===== config.mk =====
export PLATFORM = sky130hd
export DESIGN_NAME = rcf_reset_cause_regs
export DESIGN_NICKNAME = d
export VERILOG_FILES = /design/src/design/rcf_pkg.sv /design/src/design/rcf_reset_cause_regs.sv /design/src/design/rcf_flag_bit.sv /design/src/design/rcf_irq_status.sv
export SDC_FILE = /design/constraint.sdc
export NUM_CORES = 1
export LEC_CHECK = 0
export ABC_AREA = 1
export BUFFER_PORTS_ARGS = -buffer_cell sky130_fd_sc_hd__buf_2
export CAP_MARGIN = 5
export CORE_MARGIN = 5
export CORE_UTILIZATION = 49
export CTS_CLUSTER_SIZE = 28
export DETAILED_ROUTE_END_ITERATION = 7
export PLACE_DENSITY = 0.85
export SYNTH_ARGS = -nofsm -noshare
export SYNTH_HDL_FRONTEND = slang
export SYNTH_SLANG_ARGS = --single-unit
export TNS_END_PERCENT = 5

===== constraint.sdc =====
create_clock -name clk -period 2.1 [get_ports clk]
set_input_delay 0.42 -clock clk [delete_from_list [all_inputs] [get_ports clk]]
set_output_delay 0.42 -clock clk [all_outputs]
set_load 0.005 [all_outputs]

===== src/design/rcf_pkg.sv =====
// Shared constants for the reset-cause flag register bank.
// Assumes a 32-bit APB slave with word-aligned registers.
package rcf_pkg;

  localparam int ADDR_W = 12;
  localparam int DATA_W = 32;
  localparam int CAUSE_N = 9;

  // Register byte offsets
  localparam logic [11:0] OFS_CAUSE = 12'h000;
  localparam logic [11:0] OFS_MEMORY_VIOLATION_FLAG = 12'h004;
  localparam logic [11:0] OFS_IRQ_STATUS = 12'h008;
  localparam logic [11:0] OFS_IRQ_MASK = 12'h00C;

  // Cause register bit positions
  localparam int BIT_BROWNOUT = 0;
  localparam int BIT_POWER_ON = 1;
  localparam int BIT_RESET_INSTR = 2;
  localparam int BIT_EXT_PIN = 3;
  localparam int BIT_WDT_TIMEOUT = 4;
  localparam int BIT_WDT_WINDOW = 5;
  localparam int BIT_STK_UNDERFLOW = 6;
  localparam int BIT_STK_OVERFLOW = 7;
  // Memory-violation flag position in its own register
  localparam int BIT_MEM_VIOLATION = 1;
  // Memory-violation event index in the cause vector and irq layout
  localparam int EVT_MEM_VIOLATION = 8;

  // Values loaded by a power-on event
  localparam logic [7:0] CAUSE_POR_VAL = 8'h3C;
  localparam logic MEMORY_VIOLATION_FLAG_POR_VAL = 1'b1;

  // Value a cause drives its flag to (active level)
  localparam logic [7:0] CAUSE_ACTIVE_VAL = 8'hC0;
  localparam logic MEMORY_VIOLATION_FLAG_ACTIVE_VAL = 1'b0;

  // Writable mask of the memory-violation register
  localparam logic [7:0] MEMORY_VIOLATION_FLAG_IMPL_MASK = 8'h02;

  localparam logic [8:0] IRQ_MASK_RST = 9'h000;

endpackage


===== src/design/rcf_reset_cause_regs.sv =====
// Reset-cause flag register bank with APB slave and cause interrupt.
// Assumes cause strobes are one-cycle pulses from the reset logic on clk.
`timescale 1ns/1ps
module rcf_reset_cause_regs (
  input wire logic clk,
  input wire logic reset,
  input wire logic psel,
  input wire logic penable,
  input wire logic pwrite,
  input wire logic [rcf_pkg::ADDR_W-1:0] paddr,
  input wire logic [rcf_pkg::DATA_W-1:0] pwdata,
  input wire logic [3:0] pstrb,
  output logic [rcf_pkg::DATA_W-1:0] prdata,
  output logic pready,
  output logic pslverr,
  input wire logic powerOnEvt,
  input wire logic brownoutEvt,
  input wire logic resetInstrEvt,
  input wire logic extPinResetEvt,
  input wire logic watchdogTimeoutEvt,
  input wire logic windowViolationEvt,
  input wire logic stackUnderflowEvt,
  input wire logic stackOverflowEvt,
  input wire logic memViolationEvt,
  output logic irq
);
  import rcf_pkg::*;

  ////////////////////////////////////////////////////////////////////////////
  // Address decode

  function automatic logic isMapped(input logic [ADDR_W-1:0] a);
    return (a == OFS_CAUSE) || (a == OFS_MEMORY_VIOLATION_FLAG) ||
           (a == OFS_IRQ_STATUS) || (a == OFS_IRQ_MASK);
  endfunction

  logic setupPhase;
  logic accessPhase;
  logic wrAccess;
  logic lane0Wr;
  logic lane1Wr;
  logic wrCause;
  logic wrMemv;
  logic wrIrqStatus;
  logic wrIrqMask;

  assign setupPhase = psel && !penable;
  assign accessPhase = psel && penable;
  assign wrAccess = accessPhase && pwrite && isMapped(paddr);
  assign lane0Wr = wrAccess && pstrb[0];
  assign lane1Wr = wrAccess && pstrb[1];
  assign wrCause = lane0Wr && (paddr == OFS_CAUSE);
  assign wrMemv = lane0Wr && (paddr == OFS_MEMORY_VIOLATION_FLAG);
  assign wrIrqStatus = (paddr == OFS_IRQ_STATUS) && wrAccess;
  assign wrIrqMask = (paddr == OFS_IRQ_MASK) && wrAccess;

  // Zero wait states; unmapped addresses answer with an error
  assign pready = accessPhase;
  assign pslverr = accessPhase && !isMapped(paddr);

  ////////////////////////////////////////////////////////////////////////////
  // Register selects

  // One select per register, used only by the read path; the write strobes compare paddr on their own
  function automatic logic isReg(
    input logic [ADDR_W-1:0] a,
    input logic [ADDR_W-1:0] ofs
  );
    return a == ofs;
  endfunction

  logic selCause;
  logic selMemv;
  logic selStatus;
  logic selMask;

  assign selCause = isReg(paddr, OFS_CAUSE);
  assign selMemv = isReg(paddr, OFS_MEMORY_VIOLATION_FLAG);
  assign selStatus = isReg(paddr, OFS_IRQ_STATUS);
  assign selMask = isReg(paddr, OFS_IRQ_MASK);

  ////////////////////////////////////////////////////////////////////////////
  // Cause vector

  logic [CAUSE_N-1:0] causeVec;
  logic [7:0] causeFlags;
  logic memvFlag;

  always_comb begin
    causeVec = '0;
    // Power-on also lands in the brown-out position
    causeVec[BIT_BROWNOUT] = brownoutEvt || powerOnEvt;
    causeVec[BIT_POWER_ON] = powerOnEvt;
    causeVec[BIT_RESET_INSTR] = resetInstrEvt;
    causeVec[BIT_EXT_PIN] = extPinResetEvt;
    causeVec[BIT_WDT_TIMEOUT] = watchdogTimeoutEvt;
    causeVec[BIT_WDT_WINDOW] = windowViolationEvt;
    causeVec[BIT_STK_UNDERFLOW] = stackUnderflowEvt;
    causeVec[BIT_STK_OVERFLOW] = stackOverflowEvt;
    causeVec[EVT_MEM_VIOLATION] = memViolationEvt;
  end

  ////////////////////////////////////////////////////////////////////////////
  // Flag storage, one cell per implemented bit

  // Each cell sees only its own cause (brown-out also sees power-on), so other flags hold, except that power-on loads every cell with its POR value
  genvar gi;
  generate
    for (gi = 0; gi < 8; gi++) begin : gCause
      rcf_flag_bit #(
        .POR_VAL(CAUSE_POR_VAL[gi]),
        .ACTIVE_VAL(CAUSE_ACTIVE_VAL[gi])
      ) uFlag (
        .clk(clk),
        .powerOnLoad(powerOnEvt),
        .causeEvt(causeVec[gi]),
        .swWrite(wrCause),
        .swData(pwdata[gi]),
        .flagQ(causeFlags[gi])
      );
    end
  endgenerate

  rcf_flag_bit #(
    .POR_VAL(MEMORY_VIOLATION_FLAG_POR_VAL),
    .ACTIVE_VAL(MEMORY_VIOLATION_FLAG_ACTIVE_VAL)
  ) uMemvFlag (
    .clk(clk),
    .powerOnLoad(powerOnEvt),
    .causeEvt(causeVec[EVT_MEM_VIOLATION]),
    .swWrite(wrMemv),
    .swData(pwdata[BIT_MEM_VIOLATION]),
    .flagQ(memvFlag)
  );

  ////////////////////////////////////////////////////////////////////////////
  // Cause interrupt

  logic [CAUSE_N-1:0] irqStatus;
  logic [CAUSE_N-1:0] irqMask;
  logic [CAUSE_N-1:0] irqClearBits;
  logic irqMaskWr;

  // The mask spans two byte lanes; a partial write would leave it half
  // updated, so both lanes must be strobed together
  assign irqMaskWr = wrIrqMask && lane0Wr && lane1Wr;

  // Status clear follows the byte lanes bit for bit
  assign irqClearBits = {pwdata[8] & lane1Wr, pwdata[7:0] & {8{lane0Wr}}};

  rcf_irq_status #(
    .WIDTH(CAUSE_N)
  ) uIrq (
    .clk(clk),
    .reset(reset),
    .eventIn(causeVec),
    .clearWrite(wrIrqStatus),
    .clearBits(irqClearBits),
    .maskWrite(irqMaskWr),
    .maskData(pwdata[CAUSE_N-1:0]),
    .statusQ(irqStatus),
    .maskQ(irqMask),
    .irq(irq)
  );

  ////////////////////////////////////////////////////////////////////////////
  // Read path, captured in the setup cycle

  logic [DATA_W-1:0] rdMux;

  // Register views, zero-extended to the bus width.
  // Upper bits are tied low here so reads never depend on lane strobes.
  logic [DATA_W-1:0] causeView;
  logic [DATA_W-1:0] memvView;
  logic [DATA_W-1:0] statusView;
  logic [DATA_W-1:0] maskView;
  logic [7:0] memvByte;

  assign memvByte = {6'h00, memvFlag, 1'b0} & MEMORY_VIOLATION_FLAG_IMPL_MASK;

  assign causeView = {{(DATA_W-8){1'b0}}, causeFlags};

  assign memvView = {{(DATA_W-8){1'b0}}, memvByte};

  assign statusView = {{(DATA_W-CAUSE_N){1'b0}}, irqStatus};

  assign maskView = {{(DATA_W-CAUSE_N){1'b0}}, irqMask};

  // Selects are one-hot, so an AND-OR mux is enough; an unmapped
  // address selects nothing and reads zero
  always_comb begin
    rdMux = '0;
    if (selCause) begin
      rdMux = rdMux | causeView;
    end
    if (selMemv) begin
      rdMux = rdMux | memvView;
    end
    if (selStatus) begin
      rdMux = rdMux | statusView;
    end
    if (selMask) begin
      rdMux = rdMux | maskView;
    end
  end

  // A flag changing between setup and access shows on the next read
  always_ff @(posedge clk) begin
    if (reset) begin
      prdata <= 32'h0000_0000;
    end else if (setupPhase && !pwrite) begin
      prdata <= rdMux;
    end
  end

endmodule


===== src/design/rcf_flag_bit.sv =====
// One reset-cause flag with power-on load, cause update and firmware write.
// Assumes all strobes are single-cycle pulses on clk.
`timescale 1ns/1ps
module rcf_flag_bit #(
  parameter logic POR_VAL = 1'b0,
  parameter logic ACTIVE_VAL = 1'b0
) (
  input wire logic clk,
  input wire logic powerOnLoad,
  input wire logic causeEvt,
  input wire logic swWrite,
  input wire logic swData,
  output logic flagQ
);

  // No link to the bus reset: the flag survives every reset except power-on, which loads POR_VAL.
  always_ff @(posedge clk) begin
    if (powerOnLoad) begin
      flagQ <= POR_VAL;
    end else if (causeEvt) begin
      // Cause beats a firmware write in the same cycle
      flagQ <= ACTIVE_VAL;
    end else if (swWrite) begin
      flagQ <= swData;
    end
  end

endmodule


===== src/design/rcf_irq_status.sv =====
// Sticky event status with write-one-to-clear, mask and one level irq.
// Assumes event and clear inputs are on the same clock.
`timescale 1ns/1ps
module rcf_irq_status #(
  parameter int WIDTH = 9
) (
  input wire logic clk,
  input wire logic reset,
  input wire logic [WIDTH-1:0] eventIn,
  input wire logic clearWrite,
  input wire logic [WIDTH-1:0] clearBits,
  input wire logic maskWrite,
  input wire logic [WIDTH-1:0] maskData,
  output logic [WIDTH-1:0] statusQ,
  output logic [WIDTH-1:0] maskQ,
  output logic irq
);

  logic [WIDTH-1:0] clrVec;

  assign clrVec = clearWrite ? clearBits : '0;

  // Events raised in the last cycle of reset are still recorded; earlier ones are overwritten
  always_ff @(posedge clk) begin
    if (reset) begin
      statusQ <= eventIn;
    end else begin
      statusQ <= (statusQ & ~clrVec) | eventIn;
    end
  end

  always_ff @(posedge clk) begin
    if (reset) begin
      maskQ <= '0;
    end else if (maskWrite) begin
      maskQ <= maskData;
    end
  end

  assign irq = |(statusQ & maskQ);

endmodule


---- Word-level counts from Yosys, hierarchy flattened ----
Index checks and enable logic that the tools add are counted.
storage, ports and cells
  bits of input ports ..................... 62
  bits in registers ....................... 59
  word-level logic and storage cells ...... 75
operators by class
  multiplexer cells ....................... 20
  eq/ne operators ......................... 3
  bitwise operators ....................... 9
  reductions and logical operators ........ 31
operators with widths
  operator               number
  $mux W32               3
  $or A32 B9 Y32         2
  $or A32 B2 Y32         1
  $eq A12 B4 Y1 const B  2
  $and A9 B9 Y9          2
  $mux W9                2
  $logic_and A1 B1 Y1    14
  $mux W1                14
  $reduce_bool A2 Y1     7
  $eq A12 B3 Y1 const B  1
  $logic_not A12 Y1      1
  $not A9 Y9             1
  $or A9 B9 Y9           1
  $reduce_or A9 Y1       1
  $and A8 B8 Y8          1
  $mux W8                1
  $logic_or A1 B1 Y1     4
  $logic_not A1 Y1       3
  $reduce_or A2 Y1       1
  $and A1 B1 Y1          1

---- Longest topological paths before layout ----
Gate-level depths: netlist (run 1).
  word-level depth ........................ 12
  depth in mapped cells ................... 9
  depth with buffers taken out ............ 9

---- Modules after synthesis ----
Synthesis (run 1) repeated with hierarchy kept, for this count alone.
second synthesis, totals
  cell total of the unflattened synthesis .. 327
  area, all modules ....................... 2,188.3 um^2
by module, submodules not included
  module                               area an instance (um^2)  times used  seq. area each (um^2)  cells an instance
  rcf_reset_cause_regs                 1,006.0                  1           180.2                  169
  rcf_irq_status                       774.5                    1           360.3                  93
  rcf_flag_bit at gCause[0].uFlag ...  45.0                     7           20.0                   7
  rcf_flag_bit at gCause[6].uFlag ...  46.3                     2           20.0                   8

---- Worst setup path after synthesis (run 1) ----
No wires, ideal clock.
  path type ............................... in2out
  from .................................... in paddr[11] (netlist bit)
  to ...................................... out pslverr
  stages .................................. 5
  setup slack ............................. 0.575 ns
  required time ........................... 1.680 ns
  path buffers ............................ 1
  arrival ................................. 1.105 ns
  cell sequence ........................... nor2_1 > nand2_2 > nor2_8 > buf_2 > a21oi_1
between the ends
  cells in the longest elaborated chain, start to end .. 6
ends and longest elaborated chain
  element                                                    RTL line                    text
  from (decl)                                                rcf_reset_cause_regs.sv:10  input wire logic [rcf_pkg::ADDR_W-1:0] paddr,
  $eq A12 B3 Y1 / $logic_not A12 Y1 (equally long branches)  rcf_reset_cause_regs.sv:33  return (a == OFS_CAUSE) || (a == OFS_MEMORY_VIOLATION_FLAG) ||
  $logic_or A1 B1 Y1 (2 in series)                           rcf_reset_cause_regs.sv:33
  $logic_or A1 B1 Y1 *                                       rcf_reset_cause_regs.sv:34  (a == OFS_IRQ_STATUS) || (a == OFS_IRQ_MASK);
  $logic_not A1 Y1 *                                         rcf_reset_cause_regs.sv:59  assign pslverr = accessPhase && !isMapped(paddr);
  $logic_and A1 B1 Y1 *                                      rcf_reset_cause_regs.sv:59
  to (decl)                                                  rcf_reset_cause_regs.sv:15  output logic pslverr,
Every way passes the cells marked *; elsewhere a longest branch is shown, timed or not.

---- Worst setup path after layout (run 1) ----
  from .................................... reg uIrq.statusQ[7]
  to ...................................... out irq
between the ends
  cells in the longest elaborated chain, start to end .. 2
ends and longest elaborated chain
  element                 RTL line                    text
  from (decl)             rcf_irq_status.sv:14        output logic [WIDTH-1:0] statusQ,
  from (signal assigned)  rcf_irq_status.sv:26        statusQ <= eventIn;
  from (signal assigned)  rcf_irq_status.sv:28        statusQ <= (statusQ & ~clrVec) | eventIn;
  $and A9 B9 Y9           rcf_irq_status.sv:40        assign irq = |(statusQ & maskQ);
  $reduce_or A9 Y1        rcf_irq_status.sv:40
  to (decl)               rcf_reset_cause_regs.sv:25  output logic irq
No other way between the ends.

==> run summary, run 1 <==
status = complete, no violations
largest net degree at the start of global routing = 28
Starting Density = 49.7%
gr usage total = 19.4%
layout cells sized above 1 = 23.0%
count of final setup violators = 0
IO Port Bufs = 48
Die H = 73.0 microns
Area Overhead vs Synth = 17.9%
skew final = 7.60 ps
Power Density = 649 nW/um^2
Critical Path End Type = output pin
DR pass1 iterations = 4
Avg WL per Cell = 12.7 microns
kind of critical path = reg -> out
most common cell after layout, fill and taps aside = buf_2
Core Region = 3910 sq um
static leakage = 1.14 nW
area of the multi-input gates = 992 sq um
VDD IR-drop max = 0.000408 V
Yosys top cell area share = 37.0%
initial antenna violation count = 0
postcts setup bufs = 0
vias in the first global route = 1865
CTS resizes = 0
Distinct cells, synth = 28
Worst Setup Start Kind = flip-flop
Final Wtd Congestion = 0.939
post-cts hold buffer count = 0
Hold Fails Final Rpt = 0
# DRC = 0
Worst-Skew Late Latency = 290 ps
type of the tightest min-delay check = in -> reg
Num CTS Buffers = 5
Warnings, synthesis = 0
# IOs = 97
H-tree level count = 2
nets = 392
Post-Place Setup Slack = 270 ps
post-synth top area cell = dfxtp_1
sequential area share after synthesis = 37.0%
Routed WL = 4830 microns
# fillers = 374
die area = 5330 sq um
RSZ-0062 raised after global routing = no
total number of vias = 1910
Mapped Cells = 275
CTS sink count = 36
most frequent cells in the layout = buf_2, nor2_1, nand2_1, o21ai_0, dfxtp_1
CTS tree = yes
Rows = 23
Seq. cell area = 721 sq um
Fmax achieved = 0.605 GHz
HPWL Detailed = 3640 microns
Period Utilization, post-route = 78.7%
# diodes = 0
Synth area leaders = dfxtp_1, o21ai_0, buf_4
syn_area_per_cell = 7.07 sq um
grt ovf = 0
Setup TNS Final = 0 ps
Clk pin slew, worst setup/hold paths = 80 ps
worst setup margin = 446 ps
DR vias/cell = 5.01
CP arrival = 1230 ps
max_cap viols = 0
Die Wd = 73.0 microns
minimum clock period = 1650 ps
Routed Antenna Nets = 0
CP Max Fanout = 3
DR iter-0 viols = 180
Synth Cell Area = 1950 sq um
Worst EP required = 1680 ps
CTS Buffer Depth = 2
CTS root buffer = clkbuf_8
Yosys reg bits = 36
max-slew violation count = 0
first-pass GRT wire length = 8070 microns
[worst max-delay path, stage by stage, from the launching register on]
cell	delay [ps]
dfxtp_1	330
nand2_1	80
o21ai_0	120
a21oi_1	150
nand3_1	120
buf_2	140
[cell families (layout without fill, tap and decap cells)]
| kind of cell | Yosys count | in the layout | share of synthesized area, % |
|---|---|---|---|
| DFF | 36 | 36 | 37.0 |
| buffers and inverters | 59 | 93 | 16.2 |
| and+or+nand+nor | 130 | 130 | 32.5 |
| AOI/OAI and AO/OA | 49 | 49 | 14.0 |
| other | 1 | 23 | 0.193 |
[per-layer routing]
layer	global-route usage, %	vias up	wire, microns
met1	22.7	869	2000
met3	5.37	9	379
met4	7.79	0	89
met5	0	-	0
met2	33.1	68	2360
li1	-	964	-
[sequential cells by signal (all words and copies together), names as in the netlist]
| register | cells |
|---|---|
| prdata | 9 |
| gCause.uFlag.flagQ | 8 |
| uMemvFlag.flagQ | 1 |
| uIrq.statusQ | 9 |
| uIrq.maskQ | 9 |
[cell type report]
cell class	count	area share, %
Inverter	31	5.29
Sequential cell	36	31.4
Timing Repair Buffer	54	12.4
Clock inverter	3	1.85
Multi-Input combinational cell	202	43.3
Tap cell	50	2.73
Clock buffer	5	3.00
[final timing paths]
check                                                start                      end  slack, ps  cells after the start
worst max-delay path               uIrq.statusQ[7]$_DFF_P_                      irq        450                      5
worst min-delay path                      stackOverflowEvt  uIrq.statusQ[7]$_DFF_P_        330                      3
worst max register to register  uIrq.maskQ[1]$_SDFFE_PP0P_   prdata[1]$_SDFFE_PP0P_       1160                      4
worst min register to register     uIrq.statusQ[8]$_DFF_P_  uIrq.statusQ[8]$_DFF_P_        480                      2
[stage by stage]
stage / total power [mW] / util (%) / instances / area, sq um / hold WS (ps)
3_3_place_gp: 0.893 / 55.8 / 373 / 2180 / 462
4_1_cts: 1.50 / 58.6 / 381 / 2290 / 326
2_1_floorplan: 0.856 / - / 297 / 2030 / 450
5_1_grt: 1.56 / 58.6 / 381 / 2290 / 346
6_report: 1.49 / 58.6 / 381 / 2290 / 329
3_5_place_dp: 0.898 / 55.8 / 373 / 2180 / 471
[where the power goes]
part | switching (mW) | total, mW | internal (mW)
Sequential | 0.0169 | 0.729 | 0.712
Clock | 0.253 | 0.604 | 0.351
Combinational | 0.0931 | 0.156 | 0.0625
Total | 0.363 | 1.49 | 1.13
[cells in the mapped netlist (all sizes together)]
library cell,number
buf,25
nand3b,1
nand2,43
inv,28
nor3,4
o21ai,37
clkbuf,3
nand3,32
o211ai,1
conb,1
nor2,46
nor3b,1
dfxtp,36
a41oi,5
o221ai,1
clkinv,3
o21a,1
nand4,3
a21oi,4
Note: power is estimated with default switching activity, not from simulation.
==> inputs of run 2 (changes only) <==
--- a/config.mk
+++ b/config.mk
@@ -9,10 +9,10 @@
 export BUFFER_PORTS_ARGS = -buffer_cell sky130_fd_sc_hd__buf_2
 export CAP_MARGIN = 5
 export CORE_MARGIN = 5
-export CORE_UTILIZATION = 49
+export CORE_UTILIZATION = 41
 export CTS_CLUSTER_SIZE = 28
 export DETAILED_ROUTE_END_ITERATION = 7
-export PLACE_DENSITY = 0.85
+export PLACE_DENSITY = 0.76
 export SYNTH_ARGS = -nofsm -noshare
 export SYNTH_HDL_FRONTEND = slang
 export SYNTH_SLANG_ARGS = --single-unit
==> constraint.sdc (replaced) <==
create_clock -name clk -period 1.3 [get_ports clk]
set_input_delay 0.26 -clock clk [delete_from_list [all_inputs] [get_ports clk]]
set_output_delay 0.26 -clock clk [all_outputs]
set_load 0.005 [all_outputs]
==> run summary, run 2 (synthesized netlist as in run 1, its figures left out) <==
die area = 6220 sq um (was 5330 sq um)
hold path cells = 3 (unchanged)
Routed WL = 4990 microns (was 4830 microns)
Die Wd = 78.9 microns (was 73.0 microns)
# DRC = 0 (unchanged)
Clk pin slew, worst setup/hold paths = 70 ps (was 80 ps)
Period Utilization, post-route = 107%
Final Wtd Congestion = 0.811 (was 0.939)
max_cap viols = 0 (unchanged)
uppermost routed layer = met4 (unchanged)
failing checks = setup timing
CTS Buffer Depth = 2 (unchanged)
# IOs = 97 (unchanged)
kind of critical path = reg -> out (unchanged)
layout cells sized above 1 = 33.1% (was 23.0%)
Starting Density = 41.7% (was 49.7%)
nets = 416 (was 392)
initial antenna violation count = 0 (unchanged)
CP arrival = 1130 ps (was 1230 ps)
Hold Fails Final Rpt = 0 (unchanged)
Core Region = 4660 sq um (was 3910 sq um)
metal3 WL = 371 microns (was 379 microns)
count of final setup violators = 1 (was 0)
H-tree level count = 2 (unchanged)
gr usage total = 16.3% (was 19.4%)
RSZ-0062 raised after global routing = yes (was no)
HP Start = brownoutEvt (was stackOverflowEvt)
worst r2r src = uIrq.maskQ[1]$_SDFFE_PP0P_ (unchanged)
Rows = 25 (was 23)
max-slew violation count = 0 (unchanged)
Worst-Skew Late Latency = 280 ps (was 290 ps)
Reg2Reg Setup Slack = 310 ps (was 1160 ps)
worst setup margin = -88.5 ps (was 446 ps)
IO Port Bufs = 48 (unchanged)
WHS Endpoint = uIrq.statusQ[0]$_DFF_P_ (was uIrq.statusQ[7]$_DFF_P_)
Die H = 78.9 microns (was 73.0 microns)
skew final = 2.05 ps (was 7.60 ps)
Worst Setup Start Kind = flip-flop (unchanged)
DR iter-0 viols = 93 (was 180)
DR vias/cell = 4.82 (was 5.01)
minimum clock period = 1390 ps
vias in the first global route = 1817 (was 1865)
Power Density = 881 nW/um^2 (was 649 nW/um^2)
CTS tree = yes (unchanged)
status = finished with violations (was complete, no violations)
type of the tightest min-delay check = in -> reg (unchanged)
Worst EP required = 1040 ps (was 1680 ps)
total number of vias = 1968 (was 1910)
HPWL Detailed = 3820 microns (was 3640 microns)
Area Overhead vs Synth = 29.8% (was 17.9%)
Final Cell Area = 2530 sq um (was 2290 sq um)
VDD IR-drop max = 0.000686 V (was 0.000408 V)
DR WL met2 = 2450 microns (was 2360 microns)
dpl cell area = 2390 sq um (was 2180 sq um)
Fmax achieved = 0.720 GHz
static leakage = 1.26 nW (was 1.14 nW)
most frequent cells in the layout = buf_2, nor2_1, nand2_1, o21ai_0, nand3_1 (was buf_2, nor2_1, nand2_1, o21ai_0, dfxtp_1)
DR pass1 iterations = 4 (unchanged)
Routed Antenna Nets = 0 (unchanged)
Avg WL per Cell = 12.2 microns (was 12.7 microns)
largest net degree at the start of global routing = 28 (unchanged)
most common cell after layout, fill and taps aside = buf_2 (unchanged)
CTS root buffer = clkbuf_8 (unchanged)
M1 wire length = 2130 microns (was 2000 microns)
CTS sink count = 36 (unchanged)
Worst R2R Path Depth = 4 (unchanged)
post-cts hold buffer count = 0 (unchanged)
RR Endpoint = prdata[1]$_SDFFE_PP0P_ (unchanged)
Num CTS Buffers = 5 (unchanged)
first-pass GRT wire length = 8100 microns (was 8070 microns)
biggest regs = prdata x9, uIrq.maskQ x9, uIrq.statusQ x9 (unchanged)
grt ovf = 0 (unchanged)
Setup TNS Final = -88.5 ps (was 0 ps)
# diodes = 0 (unchanged)
CP Max Fanout = 2 (was 3)
# fillers = 470 (was 374)
Critical Path End Type = output pin (unchanged)
[run 2: cell count changes in the layout (fill, tap and decap cells not counted), moves of 2 or more]
cell | previous run | this run
buf_12 | 0 | 2
nand2_2 | 1 | 3
dfxtp_2 | 0 | 6
nor2_4 | 3 | 5
nor2_1 | 42 | 38
inv_1 | 25 | 22
buf_4 | 6 | 27
inv_2 | 3 | 6
nor2_2 | 0 | 2
o21ai_0 | 37 | 32
dfxtp_1 | 36 | 30
nand2_1 | 40 | 37
o21ai_1 | 0 | 4
[run 2: repair_timing]
action / CTS / global route
setup endpoints to repair: 1 / 15
buffers inserted: 4 / 0
resized for setup: 12 / 7
pin swaps: 2 / 2
[run 2: layout make-up]
type / instances / area (sq um) / area share, %
sequential: 36 / 728 / 28.8
clock buffer: 6 / 72.6 / 2.87
tap: 54 / 67.6 / 2.67
clock inverter: 1 / 5.00 / 0.198
inverter: 31 / 121 / 4.80
timing repair buffer: 78 / 494 / 19.6
multi-input combinational: 202 / 1040 / 41.1
[run 2: power breakdown]
part | internal (mW) | switching, mW | leakage [nW]
Combinational | 0.136 | 0.166 | 0.923
Sequential | 1.15 | 0.0293 | 0.297
Clock | 0.364 | 0.378 | 0.0410
Total | 1.65 | 0.573 | 1.26
[run 2: worst max-delay path by stage]
stage                               startpoint                            endpoint  slack, ps  cells past startpoint
global route           uIrq.statusQ[6]$_DFF_P_                                 irq       -140                      5
finish              uIrq.maskQ[0]$_SDFFE_PP0P_                                 irq        -90                      5
floorplan                             paddr[4]  gCause[0].uFlag.flagQ$_SDFFE_PP0P_         -7                      8
global placement                      paddr[4]          uIrq.maskQ[1]$_SDFFE_PP0P_       -230                     10
CTS                 uIrq.maskQ[0]$_SDFFE_PP0P_                                 irq        -80                      5
detailed placement                    paddr[4]          uIrq.maskQ[1]$_SDFFE_PP0P_       -260                     10
[run 2: per-stage QoR]
stage               power [mW]  worst slack (ps)  util (%)  hold slack (ps)  cells
global route              2.34              -135      54.2              166    408
detailed placement        1.50              -262      51.4              476    397
CTS                       2.23             -80.6      53.9              170    408
global placement          1.49              -228      51.4              460    397
finish                    2.22             -88.5      54.2              172    408
floorplan                 1.39             -7.14         -              366    297
[run 2: critical path: stages, from the launching register on]
cell	delay, ps
dfxtp_2	330
nand2_2	70
o21ai_1	60
a21oi_1	130
nand3_1	120
buf_2	140
[run 2: metal layers]
layer	vias to the layer above	track usage, %
met1	898	20.1
li1	1014	-
met4	0	3.09
met2	52	28.5
met5	-	0
met3	4	4.42
